File: config.mk
export PLATFORM = sky130hd
export DESIGN_NAME = lmb_mux
export DESIGN_NICKNAME = d
export VERILOG_FILES = /design/src/lmb_pkg.sv /design/src/lmb_mux.sv /design/src/lmb_fifo.sv
export VERILOG_INCLUDE_DIRS = /design/src
export SDC_FILE = /design/constraint.sdc
export NUM_CORES = 1
export LEC_CHECK = 0
export ABC_AREA = 1
export BUFFER_PORTS_ARGS = -buffer_cell sky130_fd_sc_hd__buf_2
export CELL_PAD_IN_SITES_DETAIL_PLACEMENT = 0
export CELL_PAD_IN_SITES_GLOBAL_PLACEMENT = 1
export CORE_AREA = 2 2 250 252
export CTS_BUF_LIST = sky130_fd_sc_hd__clkbuf_8
export DETAILED_ROUTE_END_ITERATION = 12
export DIE_AREA = 0 0 252 254
export GPL_ROUTABILITY_DRIVEN = 0
export PLACE_DENSITY_LB_ADDON = 0.2
export REMOVE_ABC_BUFFERS = 1
export SLEW_MARGIN = 20
export SYNTH_ARGS = -nofsm -noshare
export SYNTH_HDL_FRONTEND = slang
export SYNTH_SLANG_ARGS = --single-unit
File: constraint.sdc
create_clock -name clk_sys_i -period 5.78 [get_ports clk_sys_i]
set_input_delay 0.578 -clock clk_sys_i [delete_from_list [all_inputs] [get_ports clk_sys_i]]
set_output_delay 0.578 -clock clk_sys_i [all_outputs]
set_load 0.1 [all_outputs]
File: src/lmb_params.svh
`ifndef LMB_PARAMS_SVH
`define LMB_PARAMS_SVH
// ---------------------------------------------------------------
// register map
// ---------------------------------------------------------------
`define LMB_REG_CTRL 4'h0
`define LMB_REG_ADDR 4'h4
`define LMB_REG_DATA 4'h8
`define LMB_REG_STAT 4'hC
// control register fields
`define LMB_CTRL_SRST 0
`define LMB_CTRL_HALT 1
`define LMB_CTRL_BOOT 2
`define LMB_CTRL_RST 16'h0002
// ---------------------------------------------------------------
// timing: one memory cycle is 16 sixteenth slots
// ---------------------------------------------------------------
`define LMB_SLOTS 16
`define LMB_ROW_SLOTS 5
`define LMB_COL_SLOTS 3
`define LMB_Q_SLOTS 4
`define LMB_FIFO_DEPTH 8
`endif

File: src/lmb_pkg.sv
package lmb_pkg;
    typedef enum logic [3:0]
    {
        LMB_Q1 = 4'h1,
        LMB_Q2 = 4'h2,
        LMB_Q3 = 4'h4,
        LMB_Q4 = 4'h8
    } lmb_quarter_e;

    typedef struct packed
    {
        logic [19:0] addr;
        logic [15:0] data;
        logic [7:0] status;
    } lmb_req_s;

    typedef struct packed
    {
        logic [7:0] high_byte;
        logic [7:0] low_byte;
        logic ext0;
        logic ext_parity_high;
    } lmb_pins_s;
endpackage : lmb_pkg

File: src/lmb_mux.sv
`timescale 1ns/10ps
`default_nettype none
`include "lmb_params.svh"
module lmb_mux
    import lmb_pkg::*;
(
    input wire logic clk_sys_i,
    input wire logic rst_i,
    input wire logic ce_i,
    input wire logic boot_memory_type_pin_i,
    input wire logic clock_divider_select_pin_i,
    input wire logic [3:0] reg_addr_i,
    input wire logic [31:0] reg_wdata_i,
    input wire logic reg_wr_i,
    input wire logic reg_rd_i,
    output logic [31:0] reg_rdata_o,
    input wire logic cpu_req_valid_i,
    input wire logic [19:0] cpu_addr_i,
    input wire logic [15:0] cpu_data_i,
    input wire logic [7:0] cpu_status_i,
    output logic cpu_req_ready_o,
    output logic [7:0] mem_bus_high_byte_o,
    output logic [7:0] mem_bus_low_byte_o,
    output logic mem_bus_oe_o,
    output logic ext_address_pin0_o,
    output logic ext_addr_parity_high_pin_o,
    output logic address_latch_strobe_n_o,
    output logic row_strobe_n_o,
    output logic column_strobe_n_o,
    output logic local_bus_clock_a_o,
    output logic local_bus_clock_b_o,
    output logic cpu_grant_o,
    output logic code_in_ram_o
);
    // ---------------------------------------------------------------
    // pin synchronisers
    // ---------------------------------------------------------------
    logic [1:0] boot_sync_q;
    logic [1:0] div_sync_q;

    // no reset: the pins keep flowing through so the boot load sees them at release
    always_ff @(posedge clk_sys_i)
    begin
        if (ce_i)
        begin
            boot_sync_q <= {boot_sync_q[0], boot_memory_type_pin_i};
            div_sync_q <= {div_sync_q[0], clock_divider_select_pin_i};
        end
    end

    // ---------------------------------------------------------------
    // control register and boot capture
    // ---------------------------------------------------------------
    logic soft_rst_q;
    logic halt_q;
    logic boot_q;
    logic boot_load_q;
    logic [31:0] rdata_d;

    // soft reset self clears after one cycle, then reloads boot flag
    always_ff @(posedge clk_sys_i or posedge rst_i)
    begin
        if (rst_i)
        begin
            soft_rst_q <= 1'b0;
            halt_q <= 1'(`LMB_CTRL_RST >> `LMB_CTRL_HALT);
            boot_q <= 1'b0;
            boot_load_q <= 1'b1;
        end
        else if (ce_i)
        begin
            soft_rst_q <= reg_wr_i && reg_addr_i == `LMB_REG_CTRL && reg_wdata_i[`LMB_CTRL_SRST];
            if (soft_rst_q)
            begin
                halt_q <= 1'b1;
                boot_load_q <= 1'b1;
            end
            else if (reg_wr_i && reg_addr_i == `LMB_REG_CTRL)
            begin
                halt_q <= reg_wdata_i[`LMB_CTRL_HALT];
                boot_q <= reg_wdata_i[`LMB_CTRL_BOOT];
            end
            if (boot_load_q)
            begin
                // the synchroniser runs through reset, so its output is the pin
                boot_q <= boot_sync_q[1];
                boot_load_q <= 1'b0;
            end
        end
    end

    // ---------------------------------------------------------------
    // cycle sequencer: 16 slots of one memory cycle
    // ---------------------------------------------------------------
    logic [3:0] slot_q;
    lmb_quarter_e quarter;
    logic [3:0] next_slot;

    always_ff @(posedge clk_sys_i or posedge rst_i)
    begin
        if (rst_i)
        begin
            // parked in the last slot, whose strobe levels equal the reset levels
            slot_q <= 4'hF;
        end
        else if (ce_i)
        begin
            slot_q <= 4'(slot_q + 4'h1);
        end
    end

    assign next_slot = 4'(slot_q + 4'h1);

    always_comb
    begin
        unique case (next_slot[3:2])
            2'h0: quarter = LMB_Q1;
            2'h1: quarter = LMB_Q2;
            2'h2: quarter = LMB_Q3;
            default: quarter = LMB_Q4;
        endcase
    end

    // ---------------------------------------------------------------
    // request buffer
    // ---------------------------------------------------------------
    lmb_req_s fifo_in;
    lmb_req_s fifo_out;
    logic fifo_valid;
    logic fifo_take;
    logic fifo_in_ready;
    lmb_req_s cur_q;
    logic active_q;
    logic grant;

    assign fifo_in = '{addr: cpu_addr_i, data: cpu_data_i, status: cpu_status_i};
    // a RAM boot keeps the processor off the bus until halt is cleared
    assign grant = !(boot_q && halt_q);
    assign fifo_take = grant && fifo_valid && slot_q == 4'hE;

    lmb_fifo #(
        .WIDTH($bits(lmb_req_s)),
        .DEPTH(`LMB_FIFO_DEPTH)
    ) u_fifo (
        .clk_sys_i(clk_sys_i),
        .rst_i(rst_i),
        .ce_i(ce_i),
        .in_data_i(fifo_in),
        .in_valid_i(cpu_req_valid_i),
        .in_ready_o(fifo_in_ready),
        .out_data_o(fifo_out),
        .out_valid_o(fifo_valid),
        .out_ready_i(fifo_take)
    );

    // loaded one slot early so the pins for slot 0 already carry the new address
    always_ff @(posedge clk_sys_i or posedge rst_i)
    begin
        if (rst_i)
        begin
            cur_q <= '0;
            active_q <= 1'b0;
            cpu_grant_o <= 1'b0;
            cpu_req_ready_o <= 1'b0;
        end
        else if (ce_i)
        begin
            cpu_grant_o <= grant;
            cpu_req_ready_o <= fifo_in_ready;
            if (slot_q == 4'hE)
            begin
                active_q <= fifo_take;
                if (fifo_take)
                begin
                    cur_q <= fifo_out;
                end
            end
        end
    end

    // ---------------------------------------------------------------
    // pin multiplexer
    // ---------------------------------------------------------------
    // bus line 0 is the msb: reverse every field onto the pins
    function automatic logic [7:0] msb_first(input logic [7:0] v);
        for (int i = 0; i < 8; i++)
        begin
            msb_first[i] = v[7-i];
        end
    endfunction : msb_first

    lmb_pins_s pins_d;
    logic [7:0] addr_lo7;

    // addr[19:15] are extended bits 4..0, addr[14:0] word bits a14..a0
    assign addr_lo7 = {cur_q.addr[19], cur_q.addr[6:0]};

    // pins are registered, so compute the contents of the next slot
    always_comb
    begin
        pins_d = '0;
        unique case (quarter)
            LMB_Q1:
            begin
                pins_d.high_byte = msb_first(addr_lo7);
                pins_d.low_byte = msb_first(cur_q.addr[14:7]);
                pins_d.ext0 = cur_q.addr[15];
                pins_d.ext_parity_high = cur_q.addr[16];
            end
            LMB_Q2:
            begin
                pins_d.high_byte = msb_first(cur_q.status);
                pins_d.low_byte = msb_first(addr_lo7);
                pins_d.ext0 = cur_q.addr[12];
                pins_d.ext_parity_high = cur_q.addr[15];
            end
            LMB_Q3, LMB_Q4:
            begin
                pins_d.high_byte = msb_first(cur_q.data[7:0]);
                pins_d.low_byte = msb_first(cur_q.data[15:8]);
                pins_d.ext0 = cur_q.addr[12];
                pins_d.ext_parity_high = ~^cur_q.data[7:0];
            end
        endcase
    end

    always_ff @(posedge clk_sys_i or posedge rst_i)
    begin
        if (rst_i)
        begin
            mem_bus_high_byte_o <= 8'h00;
            mem_bus_low_byte_o <= 8'h00;
            ext_address_pin0_o <= 1'b0;
            ext_addr_parity_high_pin_o <= 1'b0;
            mem_bus_oe_o <= 1'b0;
        end
        else if (ce_i)
        begin
            mem_bus_high_byte_o <= pins_d.high_byte;
            mem_bus_low_byte_o <= pins_d.low_byte;
            ext_address_pin0_o <= pins_d.ext0;
            ext_addr_parity_high_pin_o <= pins_d.ext_parity_high;
            mem_bus_oe_o <= 1'b1;
        end
    end

    // ---------------------------------------------------------------
    // strobes and local bus clocks
    // ---------------------------------------------------------------
    // slots are registered one ahead, so decode next_slot
    always_ff @(posedge clk_sys_i or posedge rst_i)
    begin
        if (rst_i)
        begin
            address_latch_strobe_n_o <= 1'b1;
            row_strobe_n_o <= 1'b1;
            column_strobe_n_o <= 1'b1;
            local_bus_clock_a_o <= 1'b0;
            local_bus_clock_b_o <= 1'b0;
            code_in_ram_o <= 1'b0;
        end
        else if (ce_i)
        begin
            // falls after the address settles for two slots
            address_latch_strobe_n_o <= !(next_slot[3:0] >= 4'h2 && next_slot[3:0] < 4'h4);
            row_strobe_n_o <= !(next_slot[3:0] < 4'(`LMB_ROW_SLOTS));
            column_strobe_n_o <= !(active_q && next_slot[3:0] >= 4'(`LMB_ROW_SLOTS) &&
                next_slot[3:0] < 4'(`LMB_ROW_SLOTS + `LMB_COL_SLOTS));
            // two bus clock periods per memory cycle; b lags by a quarter
            local_bus_clock_a_o <= next_slot[3:0] inside {4'h0, 4'h1, 4'h2, 4'h3, 4'h8, 4'h9, 4'hA, 4'hB};
            local_bus_clock_b_o <= next_slot[3:0] inside {4'h2, 4'h3, 4'h4, 4'h5, 4'hA, 4'hB, 4'hC, 4'hD};
            code_in_ram_o <= boot_q;
        end
    end

    // ---------------------------------------------------------------
    // register read port
    // ---------------------------------------------------------------
    always_comb
    begin
        rdata_d = 32'h0000_0000;
        unique case (reg_addr_i)
            `LMB_REG_CTRL: rdata_d = {29'h0, boot_q, halt_q, 1'b0};
            `LMB_REG_ADDR: rdata_d = {12'h000, cur_q.addr};
            `LMB_REG_DATA: rdata_d = {16'h0000, cur_q.data};
            // divider pin shows in status so software can flag a bad board
            `LMB_REG_STAT: rdata_d = {24'h0, slot_q, fifo_valid, div_sync_q[1], active_q, grant};
            default: rdata_d = 32'h0000_0000;
        endcase
    end

    always_ff @(posedge clk_sys_i or posedge rst_i)
    begin
        if (rst_i)
        begin
            reg_rdata_o <= 32'h0000_0000;
        end
        else if (ce_i)
        begin
            reg_rdata_o <= reg_rd_i ? rdata_d : 32'h0000_0000;
        end
    end

    // ---------------------------------------------------------------
    // checks
    // ---------------------------------------------------------------
    a_ras_len: assert property (@(posedge clk_sys_i) disable iff (rst_i)
        ce_i && $fell(row_strobe_n_o) |-> !row_strobe_n_o[*5] ##1 row_strobe_n_o)
        else $error("row strobe width wrong");
    a_cas_after_ras: assert property (@(posedge clk_sys_i) disable iff (rst_i)
        $fell(column_strobe_n_o) |-> !$past(row_strobe_n_o) && row_strobe_n_o && slot_q == 4'h5)
        else $error("column strobe misplaced");
    a_halt_blocks: assert property (@(posedge clk_sys_i) disable iff (rst_i)
        ce_i && boot_q && halt_q |=> !cpu_grant_o)
        else $error("grant while halted");
    a_latch_fall: assert property (@(posedge clk_sys_i) disable iff (rst_i)
        $fell(address_latch_strobe_n_o) |-> slot_q == 4'h2)
        else $error("latch strobe fell off slot 2");
    a_clk_b_lag: assert property (@(posedge clk_sys_i) disable iff (rst_i)
        ce_i && $rose(local_bus_clock_a_o) |-> ##2 $rose(local_bus_clock_b_o))
        else $error("clock b does not lag a");
    a_ext0_col: assert property (@(posedge clk_sys_i) disable iff (rst_i)
        ce_i && slot_q >= 4'h3 && slot_q <= 4'hD |=> ext_address_pin0_o == cur_q.addr[12])
        else $error("ext pin 0 wrong in column time");
    a_boot_load: assert property (@(posedge clk_sys_i) disable iff (rst_i)
        ce_i && boot_load_q |=> boot_q == $past(boot_sync_q[1]))
        else $error("boot flag not loaded");
    a_slot_step: assert property (@(posedge clk_sys_i) disable iff (rst_i)
        ce_i |=> slot_q == 4'($past(slot_q) + 4'h1))
        else $error("slot counter skipped");
    a_ras_high_mid: assert property (@(posedge clk_sys_i) disable iff (rst_i)
        slot_q == 4'h8 |-> row_strobe_n_o)
        else $error("row strobe low late");
endmodule : lmb_mux
`default_nettype wire

File: src/lmb_fifo.sv
`timescale 1ns/10ps
`default_nettype none
module lmb_fifo #(
    parameter int WIDTH = 44,
    parameter int DEPTH = 8
)
(
    input wire logic clk_sys_i,
    input wire logic rst_i,
    input wire logic ce_i,
    input wire logic [WIDTH-1:0] in_data_i,
    input wire logic in_valid_i,
    output logic in_ready_o,
    output logic [WIDTH-1:0] out_data_o,
    output logic out_valid_o,
    input wire logic out_ready_i
);
    localparam int AW = $clog2(DEPTH);
    logic [WIDTH-1:0] mem_q [DEPTH];
    logic [AW-1:0] wr_q;
    logic [AW-1:0] rd_q;
    logic [AW:0] cnt_q;
    logic push;
    logic pop;

    // read data registered; pop when output slot is free or being taken
    // the output register is one of the DEPTH places, else nine words would fit
    assign in_ready_o = (cnt_q + {{AW{1'b0}}, out_valid_o}) != (AW+1)'(DEPTH);
    assign push = in_valid_i && in_ready_o;
    assign pop = (cnt_q != '0) && (!out_valid_o || out_ready_i);

    always_ff @(posedge clk_sys_i)
    begin
        if (ce_i && push)
        begin
            mem_q[wr_q] <= in_data_i;
        end
    end

    always_ff @(posedge clk_sys_i or posedge rst_i)
    begin
        if (rst_i)
        begin
            wr_q <= '0;
            rd_q <= '0;
            cnt_q <= '0;
            out_valid_o <= 1'b0;
            out_data_o <= '0;
        end
        else if (ce_i)
        begin
            if (push)
            begin
                wr_q <= AW'(wr_q + 1'b1);
            end
            if (pop)
            begin
                rd_q <= AW'(rd_q + 1'b1);
                out_data_o <= mem_q[rd_q];
                out_valid_o <= 1'b1;
            end
            else if (out_ready_i)
            begin
                out_valid_o <= 1'b0;
            end
            cnt_q <= (AW+1)'(cnt_q + {{AW{1'b0}}, push} - {{AW{1'b0}}, pop});
        end
    end
endmodule : lmb_fifo
`default_nettype wire

# Yosys cells after proc, flatten, opt, wreduce, memory -nomap -nowiden
# Memories as Yosys holds them, arrays and structs flattened. A register that Yosys moved wholly into a read port is not among the register bits.
# Cells that the tools add are included.
# word_totals
ff_bits,127
ram_bits,352
in_bits,88
out_inout_bits,59
n_memories,1
# classes
add_sub_neg,6
order_cmp,5
eq_ne,23
mux,15
n_reduce_logical,35
# mem_list
name,depth,word_bits,read_ports,rd_clocked_by_memory_dff,write_ports,line_no,text
u_fifo.mem_q,8,44,1,1,1,lmb_fifo.sv:19,logic [WIDTH-1:0] mem_q [DEPTH];
# op_table
operator,count
case mux 20 bit (4 select lines),1
case mux 18 bit (3 select lines),1
equality test 4 bit (second input constant),10
two-way mux 32 bit,1
equality test 4 x 3 -> 1 bit (second input constant),4
nonzero test 8 bit,2
equality test 4 x 2 -> 1 bit (second input constant),3
case mux 4 bit (3 select lines),1
logical AND 1 bit,11
two-way mux 1 bit,11
AND reduction 2 bit,5
adder 4 x 1 -> 4 bit,2
equality test 4 x 1 -> 1 bit (second input constant),2
logical NOT 4 bit,2
< comparator 4 x 3 -> 1 bit (second input constant),2
XNOR reduction 8 bit,1
adder 3 x 1 -> 3 bit (second input constant),2
AND reduction 3 bit,2
nonzero test 2 bit,3
logical NOT 1 bit,5
adder 4 x 1 -> 4 bit (second input constant),1
>= comparator 4 x 2 -> 1 bit (second input constant),1
>= comparator 4 x 3 -> 1 bit (second input constant),1
< comparator 4 bit (second input constant),1
other kinds (9),9

# Longest topological paths before layout
# Gate-level depths: netlist of the first run.
# depth
depth_word,8
mapped_depth,15

# Modules after synthesis
# A second synthesis of the first run with hierarchy kept.
# unflattened
cells_unflattened,2235
area_unflattened_um2,22421.5
# by_module_without_submodules
module,n_inst,cells_each,area_each_um2,seq_area_each_um2
lmb_fifo,1,1638,17255.3,11946.5
lmb_mux,1,597,5166.2,2633.8

# Worst setup path after synthesis of the first run
# OpenSTA, ideal clock, no wires.
# synth_path
kind,flip-flop to flip-flop
from,register u_fifo.out_valid_o
to,memory u_fifo.mem_q[4][0] (enable)
setup_time_ns,0.500
arrival_ns,4.368
required_ns,5.280
path_slack_ns,0.912
path_stages_with_launch,9
n_path_buf,1
synth_period_minus_slack_ns,4.868
path_cell_list,dfrtp_1 ha_1 ha_1 nor2_1 nor2_1 nand3_1 nand3_1 clkbuf_1 nor3_1
# synth_between
elab_chain_cells,6
# synth_rtl
item,line_no,text
start: declaration,lmb_fifo.sv:15,"output logic out_valid_o,"
start signal: assignment,lmb_fifo.sv:47,out_valid_o <= 1'b0;
start signal: assignment,lmb_fifo.sv:60,out_valid_o <= 1'b1;
start signal: assignment,lmb_fifo.sv:64,out_valid_o <= 1'b0;
adder 4 x 1 -> 4 bit,lmb_fifo.sv:28,"assign in_ready_o = (cnt_q + {{AW{1'b0}}, out_valid_o}) != (AW+1)'(DEPTH);"
!= test 4 bit,lmb_fifo.sv:28,
logical AND 1 bit,lmb_fifo.sv:29,assign push = in_valid_i && in_ready_o;
logical AND 1 bit,lmb_fifo.sv:34,if (ce_i && push)
two-way mux 1 bit,lmb_fifo.sv:34,
two-way mux 1 bit (not written as such),lmb_fifo.sv:36,mem_q[wr_q] <= in_data_i;
end: declaration,lmb_fifo.sv:19,
# No other way between the ends.

# Worst setup path after layout of the first run
# layout_path
from,register u_fifo.out_valid_o
to,memory u_fifo.mem_q[7][27] (enable)
# Same word-level chain as after synthesis.

==> results.json, run 1 <==
{
  "area_growth_pct": 13.6,
  "fin_crit_sh_pct": 52.0,
  "cp_slowest_cell": "nor3_2",
  "syn-instance-count": 1936,
  "ir_drop_mv": 0.321,
  "path_clk_slew_ns": 0.06,
  "die_w_um": 252,
  "yosysWarnings": 0,
  "synth_flop_cell": "edfxtp_1",
  "p_per_area_mw_per_mm2": 488,
  "viasPerCell": 4.72,
  "io_buffers": 105,
  "worstSetupStartpointType": "flip-flop",
  "route.detailed.drc": 0,
  "multi_input_area_sq_mm": 0.00514,
  "grt_pass1_wl_um": 79900,
  "p_leak_nw": 10.1,
  "cp_cell_sequence": "ha_1, ha_1, nor2_1, nor2_1, nand3_1, nand3_1, nor3_2, buf_4",
  "worst_ep_required_time_ns": 6.08,
  "timing.fmax_mhz": 333,
  "synth_top_area_share_pct": 50.4,
  "period_minus_slack_ns": 3.00,
  "setup_viol": 0,
  "status": "completed",
  "finalHoldViolations": 0,
  "drv_cap": 0,
  "grt_max_degree": 201,
  "die_h_um": 254,
  "synth-edff-count": 356,
  "dp.final_hpwl_um": 30200,
  "cts_resized": 0,
  "htree_levels": 3,
  "tightest_slew_ns": 0.957,
  "crit_type": "reg -> reg",
  "final_cell_area_sq_mm": 0.0241,
  "ff2ff_path_depth": 8,
  "synth_seq_cells": 511,
  "num-fill-cells": 5973,
  "num_vias": 13800,
  "grt_use_total_pct": 16.6,
  "grt_pass1_vias": 13400,
  "cts_setup_buffers": 0,
  "core_sq_mm": 0.0613,
  "nets": 2155,
  "synth.distinct_cells": 35,
  "fin_setup_tns_ns": 0,
  "synth-async-reset-ratio_pct": 30.3,
  "regArea_sq_mm": 0.0146,
  "setup_ws_ns": 2.78,
  "drt-initial-drc-count": 913,
  "postSynthAreaPerCell_sq_um": 11.0,
  "cts-buffers-inserted": 88,
  "r2r_start": "u_fifo.out_valid_o",
  "rrSetupSlack_ns": 2.78,
  "dp_slack_ns": 2.59,
  "regToRegEndpoint": "u_fifo.mem_q[7][27]",
  "drive_above_1_share_pct": 12.7,
  "ant_nets": 0,
  "placement_rows": 91,
  "clkSinkCount": 511,
  "synth_top_cell_by_area": "edfxtp_1",
  "p_total_mw": 11.8,
  "start_util_pct": 34.6,
  "ys_seq_area_share_pct": 68.7,
  "wire_per_inst_um": 18.1,
  "tritoncts": "built",
  "critPathMaxFanout": 21,
  "rsz0062_at_grt": "false",
  "clk_latency_ns": 0.68,
  "finClkSkew_ns": 0.0338,
  "cts-hold-fix-buffers": 0,
  "drv_slew": 0,
  "placed_cell_area_sq_mm": 0.0225,
  "syn-cell-area_sq_mm": 0.0212,
  "post-route-util_pct": 39.3,
  "critPathArrivalTime_ns": 3.30,
  "cp_slowest_stage_delay_ns": 0.59,
  "totalWireLength_um": 52800,
  "globalRoute.totalOverflow": 0,
  "endpoint_kind": "flip-flop",
  "io_pins": 147,
  "ctsLongestPathBuffers": 3,
  "cts_root_buffer": "clkbuf_8",
  "netlist_top_cells_area": "edfxtp_1 50%, dfrtp_1 17%, nand2_1 7.1%, inv_1 4.8%, o21ai_0 4.2%",
  "slew_headroom_pct": 36.2,
  "firstDrtPassIters": 7,
  "die_area_sq_mm": 0.0640,
  "antenna_found_initial": 4,
  "hp-class": "in -> async"
}
-- per-stage QoR --
step / cells / hold slack [ns]
floorplan: 1832 / 0.400
global placement: 2752 / 0.410
detailed placement: 2752 / 0.410
CTS: 2913 / 0.0292
global route: 2915 / 0.0585
finish: 2916 / 0.0893
-- sequential cells by signal, indices dropped and copies added (netlist names), 3 cells and up --
signal and count:
cur_q 36, u_fifo.rd_q 3, u_fifo.out_data_o 44, mem_bus_high_byte_o 8
reg_rdata_o 20, mem_bus_low_byte_o 8, slot_q 4, u_fifo.cnt_q 4
u_fifo.wr_q 3, addr_lo7 8, u_fifo.mem_q 352
-- Yosys cell counts, drive strengths merged (9+ instances only) --
library cell / count
a21oi: 98
buf: 66
clkbuf: 49
dfrtp: 146
dfstp: 9
edfxtp: 356
ha: 14
inv: 274
nand2: 406
nand3: 145
nor2: 55
nor3: 10
o211ai: 88
o21ai: 182
o22ai: 14
-- cell usage in the layout (no fill, tap or decap), drive strengths merged, types with 2 or more instances in the layout --
master and count:
o21ai 182, nor3 10, or2 2, edfxtp 356, a32o 4, nand2 406
xor2 7, buf 130, a21oi 98, ha 14, o22ai 14, nand3 145
inv 310, dfrtp 146, nand4 3, nor2 55, clkbuf 98, o211ai 88
dfstp 9, clkinvlp 2, conb 12, diode 3, clkinv 25
-- cells by family (layout without fill, tap and decap cells) --
kind of cell | after synthesis | in the layout | synth area share (%)
AOI/OAI and AO/OA | 388 | 388 | 10.4
buffers and inverters | 389 | 565 | 7.48
adders and majority gates | 15 | 15 | 0.920
and+or+nand+nor | 623 | 623 | 12.1
other | 1 | 15 | 0.0177
DFF | 511 | 511 | 68.7
muxes | 1 | 1 | 0.0472
xor gates and xnor gates | 8 | 8 | 0.330
-- worst max-delay path: cells and delay by family, from the launching register on --
family                     cells  cell delay, ns
and+or+nand+nor                5            1.29
buffers and inverters          1            0.48
DFF                            1            0.40
adders and majority gates      2            0.43
-- where the power goes --
part           internal, mW  switching [mW]  total, mW  leakage (nW)
logic                 0.991            2.78       3.77          4.04
clock network          1.55            1.44       2.99         0.951
registers              4.59           0.420       5.01          5.13
total                  7.13            4.64       11.8          10.1
-- layer usage --
layer	global-route usage, %	up-vias	routed length, um
met2	27.1	265	24700
li1	-	6787	-
met4	5.70	2	1050
met3	3.01	74	2360
met1	22.4	6638	24600
met5	0	-	11
-- how the worst max path moves through the flow --
stage	slack, ns	end	cells past startpoint	start
floorplan	-0.47	u_fifo.rd_q[1]	3	u_fifo.rd_q[0]
CTS	2.77	u_fifo.mem_q[7][4]	8	u_fifo.out_valid_o
detailed placement	2.59	u_fifo.mem_q[7][29]	5	ce_i
finish	2.78	u_fifo.mem_q[7][27]	8	u_fifo.out_valid_o
global route	2.53	u_fifo.mem_q[7][16]	8	u_fifo.out_valid_o
global placement	2.62	u_fifo.mem_q[7][29]	5	ce_i
-- area by class of cell --
cell class	count	share of cell area (%)
sequential	511	60.5
multi-input combinational	1047	21.3
clock buffer	98	5.60
inverter	274	4.29
tap	790	4.10
timing repair buffer	130	3.06
clock inverter	63	1.07
antenna	3	0.0311
Note: power is estimated with default switching activity, not from simulation.
==> run 2, diff against run 1 <==
--- a/config.mk
+++ b/config.mk
@@ -6,14 +6,14 @@
 export SDC_FILE = /design/constraint.sdc
 export NUM_CORES = 1
 export LEC_CHECK = 0
-export ABC_AREA = 1
+export ABC_AREA = 0
 export BUFFER_PORTS_ARGS = -buffer_cell sky130_fd_sc_hd__buf_2
 export CELL_PAD_IN_SITES_DETAIL_PLACEMENT = 0
 export CELL_PAD_IN_SITES_GLOBAL_PLACEMENT = 1
-export CORE_AREA = 2 2 250 252
+export CORE_AREA = 2 2 245 247
 export CTS_BUF_LIST = sky130_fd_sc_hd__clkbuf_8
 export DETAILED_ROUTE_END_ITERATION = 12
-export DIE_AREA = 0 0 252 254
+export DIE_AREA = 0 0 247 249
 export GPL_ROUTABILITY_DRIVEN = 0
 export PLACE_DENSITY_LB_ADDON = 0.2
 export REMOVE_ABC_BUFFERS = 1
==> constraint.sdc (replaced) <==
create_clock -name clk_sys_i -period 2.5 [get_ports clk_sys_i]
set_input_delay 0.25 -clock clk_sys_i [delete_from_list [all_inputs] [get_ports clk_sys_i]]
set_output_delay 0.25 -clock clk_sys_i [all_outputs]
set_load 0.1 [all_outputs]
==> results.json, run 2 <==
{
  "status": "completed",
  "r2r_start": "u_fifo.cnt_q[1]",
  "drive_above_1_share_pct": 41.9,
  "tightest_slew_ns": 0.657,
  "antenna_found_initial": 0,
  "num_vias": 10600,
  "globalRoute.totalOverflow": 0,
  "regArea_sq_mm": 0.0146,
  "setup_viol": 0,
  "critPathArrivalTime_ns": 2.78,
  "drv_cap": 0,
  "route.detailed.drc": 0,
  "syn-instance-count": 1061,
  "ys_seq_area_share_pct": 71.7,
  "synth-async-reset-ratio_pct": 30.3,
  "drt-initial-drc-count": 722,
  "period_minus_slack_ns": 2.42,
  "tritoncts": "built",
  "synth_top_area_share_pct": 52.6,
  "firstDrtPassIters": 5,
  "die_w_um": 247,
  "startpoint": "u_fifo.cnt_q[1]",
  "grt_pass1_vias": 11300,
  "synth_flop_cell": "edfxtp_1",
  "largest_register": "u_fifo.mem_q",
  "synth_seq_cells": 511,
  "path_clk_slew_ns": 0.06,
  "postSynthAreaPerCell_sq_um": 19.2,
  "die_area_sq_mm": 0.0615,
  "start_util_pct": 34.7,
  "diodes": 0,
  "wire_per_inst_um": 23.1,
  "holdWs_ns": 0.0823,
  "nets": 1444,
  "placed_cell_area_sq_mm": 0.0224,
  "setup_ws_ns": 0.0800,
  "grt_pass1_wl_um": 73400,
  "multi_input_area_sq_mm": 0.00550,
  "cts-buffers-inserted": 88,
  "largest_reg_flops": 352,
  "netlist_top_cells_area": "edfxtp_1 53%, dfrtp_1 18%, mux4_2 10%, mux2_2 8.5%, dfstp_2 1.2%",
  "grt_max_degree": 59,
  "die_h_um": 249,
  "min_from": "reg_rd_i",
  "fin_setup_tns_ns": 0,
  "htree_levels": 3,
  "slew_headroom_pct": 56.2,
  "hp-class": "in -> reg",
  "clk_latency_ns": 0.66,
  "viasPerCell": 4.86,
  "dp.final_hpwl_um": 30200,
  "crit_type": "reg -> reg",
  "worstSetupStartpointType": "flip-flop",
  "synth.distinct_cells": 54,
  "finClkSkew_ns": 0.0254,
  "cts_root_buffer": "clkbuf_8",
  "io_buffers": 105,
  "synth_commonest_cells": "356 x edfxtp_1, 154 x mux2_2, 146 x dfrtp_1",
  "num-fill-cells": 5262,
  "ant_nets": 0,
  "drv_slew": 0,
  "dp_slack_ns": -0.0973,
  "rsz0062_at_grt": "true",
  "timing.fmax_mhz": 413,
  "syn-cell-area_sq_mm": 0.0203,
  "yosysWarnings": 0,
  "p_leak_nw": 9.43,
  "totalWireLength_um": 50500,
  "worst_ep_required_time_ns": 2.86,
  "ctsLongestPathBuffers": 3,
  "fin_crit_sh_pct": 96.8,
  "synth-edff-count": 356,
  "post-synth-top-count-cell": "edfxtp_1",
  "final_cell_mix": "356 x edfxtp_1, 154 x mux2_2, 143 x dfrtp_1",
  "endpoint_kind": "flip-flop",
  "critPathMaxFanout": 8,
  "layout_commonest_cell": "edfxtp_1",
  "core_sq_mm": 0.0587,
  "p_per_area_mw_per_mm2": 1020,
  "area_growth_pct": 23.6,
  "grt_use_total_pct": 16.3,
  "ir_drop_mv": 0.700,
  "largestRegisters": "u_fifo.mem_q (352), u_fifo.out_data_o (44), cur_q (36)",
  "io_pins": 147,
  "final_cell_area_sq_mm": 0.0251,
  "synth_top_cell_by_area": "edfxtp_1",
  "finalHoldViolations": 0,
  "clkSinkCount": 511,
  "placement_rows": 89
}
run 2: metal layers:
layer | GRT usage (%) | part of all wire (%) | up-vias
met2 | 26.1 | 48 | 257
met5 | 0 | 0 | -
met4 | 5.09 | 1.5 | 0
met3 | 3.07 | 5.0 | 56
met1 | 22.4 | 45 | 5568
li1 | - | - | 4739
run 2: logic make-up (layout without fill, tap and decap cells):
kind of cell	after synthesis	in the layout	synth area share, %
compound gates	80	80	2.78
xor+xnor	19	19	0.818
fa+ha+maj	15	15	0.960
buf+inv	84	426	2.12
flops	511	511	71.7
mux	265	265	19.6
other cells	1	12	0.0184
simple gates	86	86	2.02
run 2: critical path: stages, from the launching register on:
cell and delay [ns]:
dfrtp_1 0.39, ha_2 0.19, and3b_1 0.17, o211ai_1 0.41
nand4_1 0.18, buf_6 0.17, buf_4 0.14, nor2_4 0.10
buf_4 0.18, clkbuf_16 0.19
run 2: path summary, 6_finish.rpt:
kind	endpoint	slack, ns	depth (start not counted)
worst min register to register	div_sync_q[1]	0.42	0
worst max-delay path	u_fifo.mem_q[7][13]	0.08	9
worst min-delay path	reg_rdata_o[3]	0.08	3
max in group asynchronous	slot_q[2]	1.48	4
worst max register to register	u_fifo.mem_q[7][13]	0.08	9
min in group asynchronous	mem_bus_oe_o	0.19	3
run 2: cell type report:
| cell class | instances | area share, % |
|---|---|---|
| sequential | 511 | 58.0 |
| multi-input combinational | 477 | 21.9 |
| clock buffer | 103 | 5.64 |
| timing repair buffer | 246 | 9.13 |
| tap | 773 | 3.85 |
| inverter | 17 | 0.274 |
| clock inverter | 60 | 1.17 |
run 2: metrics by stage:
| stage | util [%] | total power, mW | instances |
|---|---|---|---|
| after CTS | 42.3 | 25.8 | 2173 |
| after detailed placement | 38.2 | 18.2 | 1947 |
| after global routing | 42.8 | 26.8 | 2187 |
| after floorplan | - | 15.8 | 1005 |
| final | 42.8 | 25.5 | 2187 |
| after global placement | 38.2 | 18.2 | 1947 |
run 2: power breakdown:
group | internal [mW] | switching (mW)
registers | 10.3 | 0.741
logic | 3.42 | 3.85
clock network | 3.94 | 3.30
run 2: timing repair:
| item | 4_1_cts | 5_1_grt |
|---|---|---|
| hold buffers | 53 | 0 |
| gates cloned | 2 | 9 |
| gates resized for setup | 8 | 15 |
| endpoints found under the setup margin | 122 | 289 |
| endpoints found under the hold margin | 414 | 0 |
| buffers inserted | 8 | 6 |
| pin swaps | 7 | 8 |
==> run 3, diff against run 2 <==
--- a/config.mk
+++ b/config.mk
@@ -8,8 +8,6 @@
 export LEC_CHECK = 0
 export ABC_AREA = 0
 export BUFFER_PORTS_ARGS = -buffer_cell sky130_fd_sc_hd__buf_2
-export CELL_PAD_IN_SITES_DETAIL_PLACEMENT = 0
-export CELL_PAD_IN_SITES_GLOBAL_PLACEMENT = 1
 export CORE_AREA = 2 2 245 247
 export CTS_BUF_LIST = sky130_fd_sc_hd__clkbuf_8
 export DETAILED_ROUTE_END_ITERATION = 12
==> results.json, run 3 (synthesized netlist as in run 2, its figures left out) <==
{
  "crit_type": "reg -> reg",
  "num_vias": 10600,
  "p_total_mw": 25.5,
  "largest_reg_flops": 352,
  "drv_slew": 0,
  "io_buffers": 105,
  "hp-class": "in -> reg",
  "final_cell_mix": "356 x edfxtp_1, 154 x mux2_2, 143 x dfrtp_1",
  "finClkSkew_ns": 0.0278,
  "swShare_pct": 30.8,
  "area_growth_pct": 22.1,
  "core_sq_mm": 0.0587,
  "p_sw_mw": 7.83,
  "layout_commonest_cell": "edfxtp_1",
  "rsz0062_at_grt": "false",
  "post-route-util_pct": 42.3,
  "seqPwrFrac_pct": 43.2,
  "grt_max_degree": 67,
  "hold_depth": 4,
  "internal-power_mw": 17.6,
  "globalRoute.totalOverflow": 0,
  "r2r_start": "u_fifo.out_valid_o",
  "viasPerCell": 4.85,
  "firstDrtPassIters": 5,
  "wire_per_inst_um": 22.3,
  "cp_slowest_cell": "dfrtp_1",
  "ant_nets": 0,
  "start_util_pct": 34.7,
  "finalHoldViolations": 0,
  "min_from": "reg_addr_i[3]",
  "holdWs_ns": 0.0955,
  "hold_path_end": "halt_q",
  "p_per_area_mw_per_mm2": 1020,
  "cts_root_buffer": "clkbuf_8",
  "placement_rows": 89,
  "grt_pass1_wl_um": 72800,
  "endpoint_kind": "flip-flop",
  "comb_power_share_pct": 28.0,
  "route.detailed.drc": 0,
  "p_leak_nw": 9.32,
  "dp.final_hpwl_um": 30200,
  "fin_crit_sh_pct": 95.1,
  "drt-initial-drc-count": 698,
  "clkSinkCount": 511,
  "status": "completed",
  "nets": 1437,
  "period_minus_slack_ns": 2.38,
  "cp_slowest_stage_delay_ns": 0.38,
  "drv_cap": 0,
  "worstSetupStartpointType": "flip-flop",
  "tritoncts": "built",
  "slew_headroom_pct": 54.7,
  "critPathMaxFanout": 5,
  "largest_register": "u_fifo.mem_q",
  "clk_latency_ns": 0.66,
  "path_clk_slew_ns": 0.06,
  "worst_ep_required_time_ns": 3.02,
  "die_area_sq_mm": 0.0615,
  "grt_use_total_pct": 16.1,
  "io_pins": 147,
  "cp_cell_sequence": "ha_1, ha_1, nor2_1, o211ai_1, buf_4, and2_1, ha_1, buf_4, a21o_1, a21oi_1, xnor2_1, a21oi_1",
  "antenna_found_initial": 2,
  "ff2ff_path_depth": 12,
  "cts-buffers-inserted": 86,
  "largestRegisters": "u_fifo.mem_q (352), u_fifo.out_data_o (44), cur_q (36)",
  "grt_pass1_vias": 11400,
  "ctsLongestPathBuffers": 3,
  "setup_viol": 0,
  "drive_above_1_share_pct": 41.2,
  "clock_power_share_pct": 28.8,
  "ir_drop_mv": 0.404,
  "critPathArrivalTime_ns": 2.90,
  "timing.fmax_mhz": 421,
  "regToRegEndpoint": "u_fifo.cnt_q[3]",
  "crit_top_cell": "ha_1",
  "tightest_slew_ns": 0.680,
  "rrSetupSlack_ns": 0.12,
  "htree_levels": 3,
  "totalWireLength_um": 48600,
  "die_w_um": 247,
  "die_h_um": 249
}
## run 3: how the worst max path moves through the flow
stage,from,endpoint
after floorplan,slot_q[1],u_fifo.rd_q[1]
after global placement,slot_q[0],u_fifo.cnt_q[2]
after detailed placement,u_fifo.cnt_q[2],u_fifo.mem_q[0][14]
after CTS,slot_q[0],u_fifo.cnt_q[2]
after global routing,u_fifo.cnt_q[0],u_fifo.mem_q[0][42]
final,u_fifo.out_valid_o,u_fifo.cnt_q[3]
## run 3: layer usage
layer  track usage [%]  vias to the layer above  part of all wire, %  wire (um)
met5                 0                        -                    0          0
met4              5.16                        0                  1.8        881
met3              3.48                       57                  4.7       2290
met2              25.6                      257                   47      23100
met1              22.2                     5534                   46      22400
li1                  -                     4728                    -          -
## run 3: power by group through the flow
stage	Sequential, mW	Combinational (mW)	Clock [mW]
floorplan	12.0	3.76	0
global placement	11.1	7.10	0
detailed placement	11.2	7.13	0
CTS	11.0	7.24	7.60
global route	11.1	7.67	7.99
finish	11.0	7.13	7.34
## run 3: through the flow
stage	cells	setup slack [ns]	instance area [sq um]	setup TNS, ns
CTS	2180	0.0455	24800	0
global placement	1964	-0.0392	22500	-0.760
detailed placement	1964	-0.134	22500	-9.61
global route	2181	0.00738	24800	0
floorplan	1005	-2.44	20000	-924.25
finish	2181	0.123	24800	0
## run 3: worst max-delay path, delay by kind of cell, from the launching register on
family | cells | cell delay, ns
and+or+nand+nor | 2 | 0.25
DFF | 1 | 0.38
adders and majority gates | 3 | 0.69
AOI/OAI and AO/OA | 4 | 0.48
xor gates and xnor gates | 1 | 0.13
buffers and inverters | 2 | 0.30
## run 3: cell type report
| type | instances | area (sq um) |
|---|---|---|
| Timing Repair Buffer | 241 | 2010 |
| Clock buffer | 95 | 1310 |
| Antenna cell | 1 | 2.50 |
| Inverter | 17 | 68.8 |
| Sequential cell | 511 | 14600 |
| Fill cell | 5273 | 33900 |
| Multi-Input combinational cell | 477 | 5480 |
| Clock inverter | 66 | 410 |
| Tap cell | 773 | 967 |
## run 3: repair_timing
action	4_1_cts	5_1_grt
setup buffers	2	0
setup endpoints to repair	322	34
resized for setup	1	4
endpoints found under the hold margin	417	0
hold buffers	53	0
pin swaps	1	1
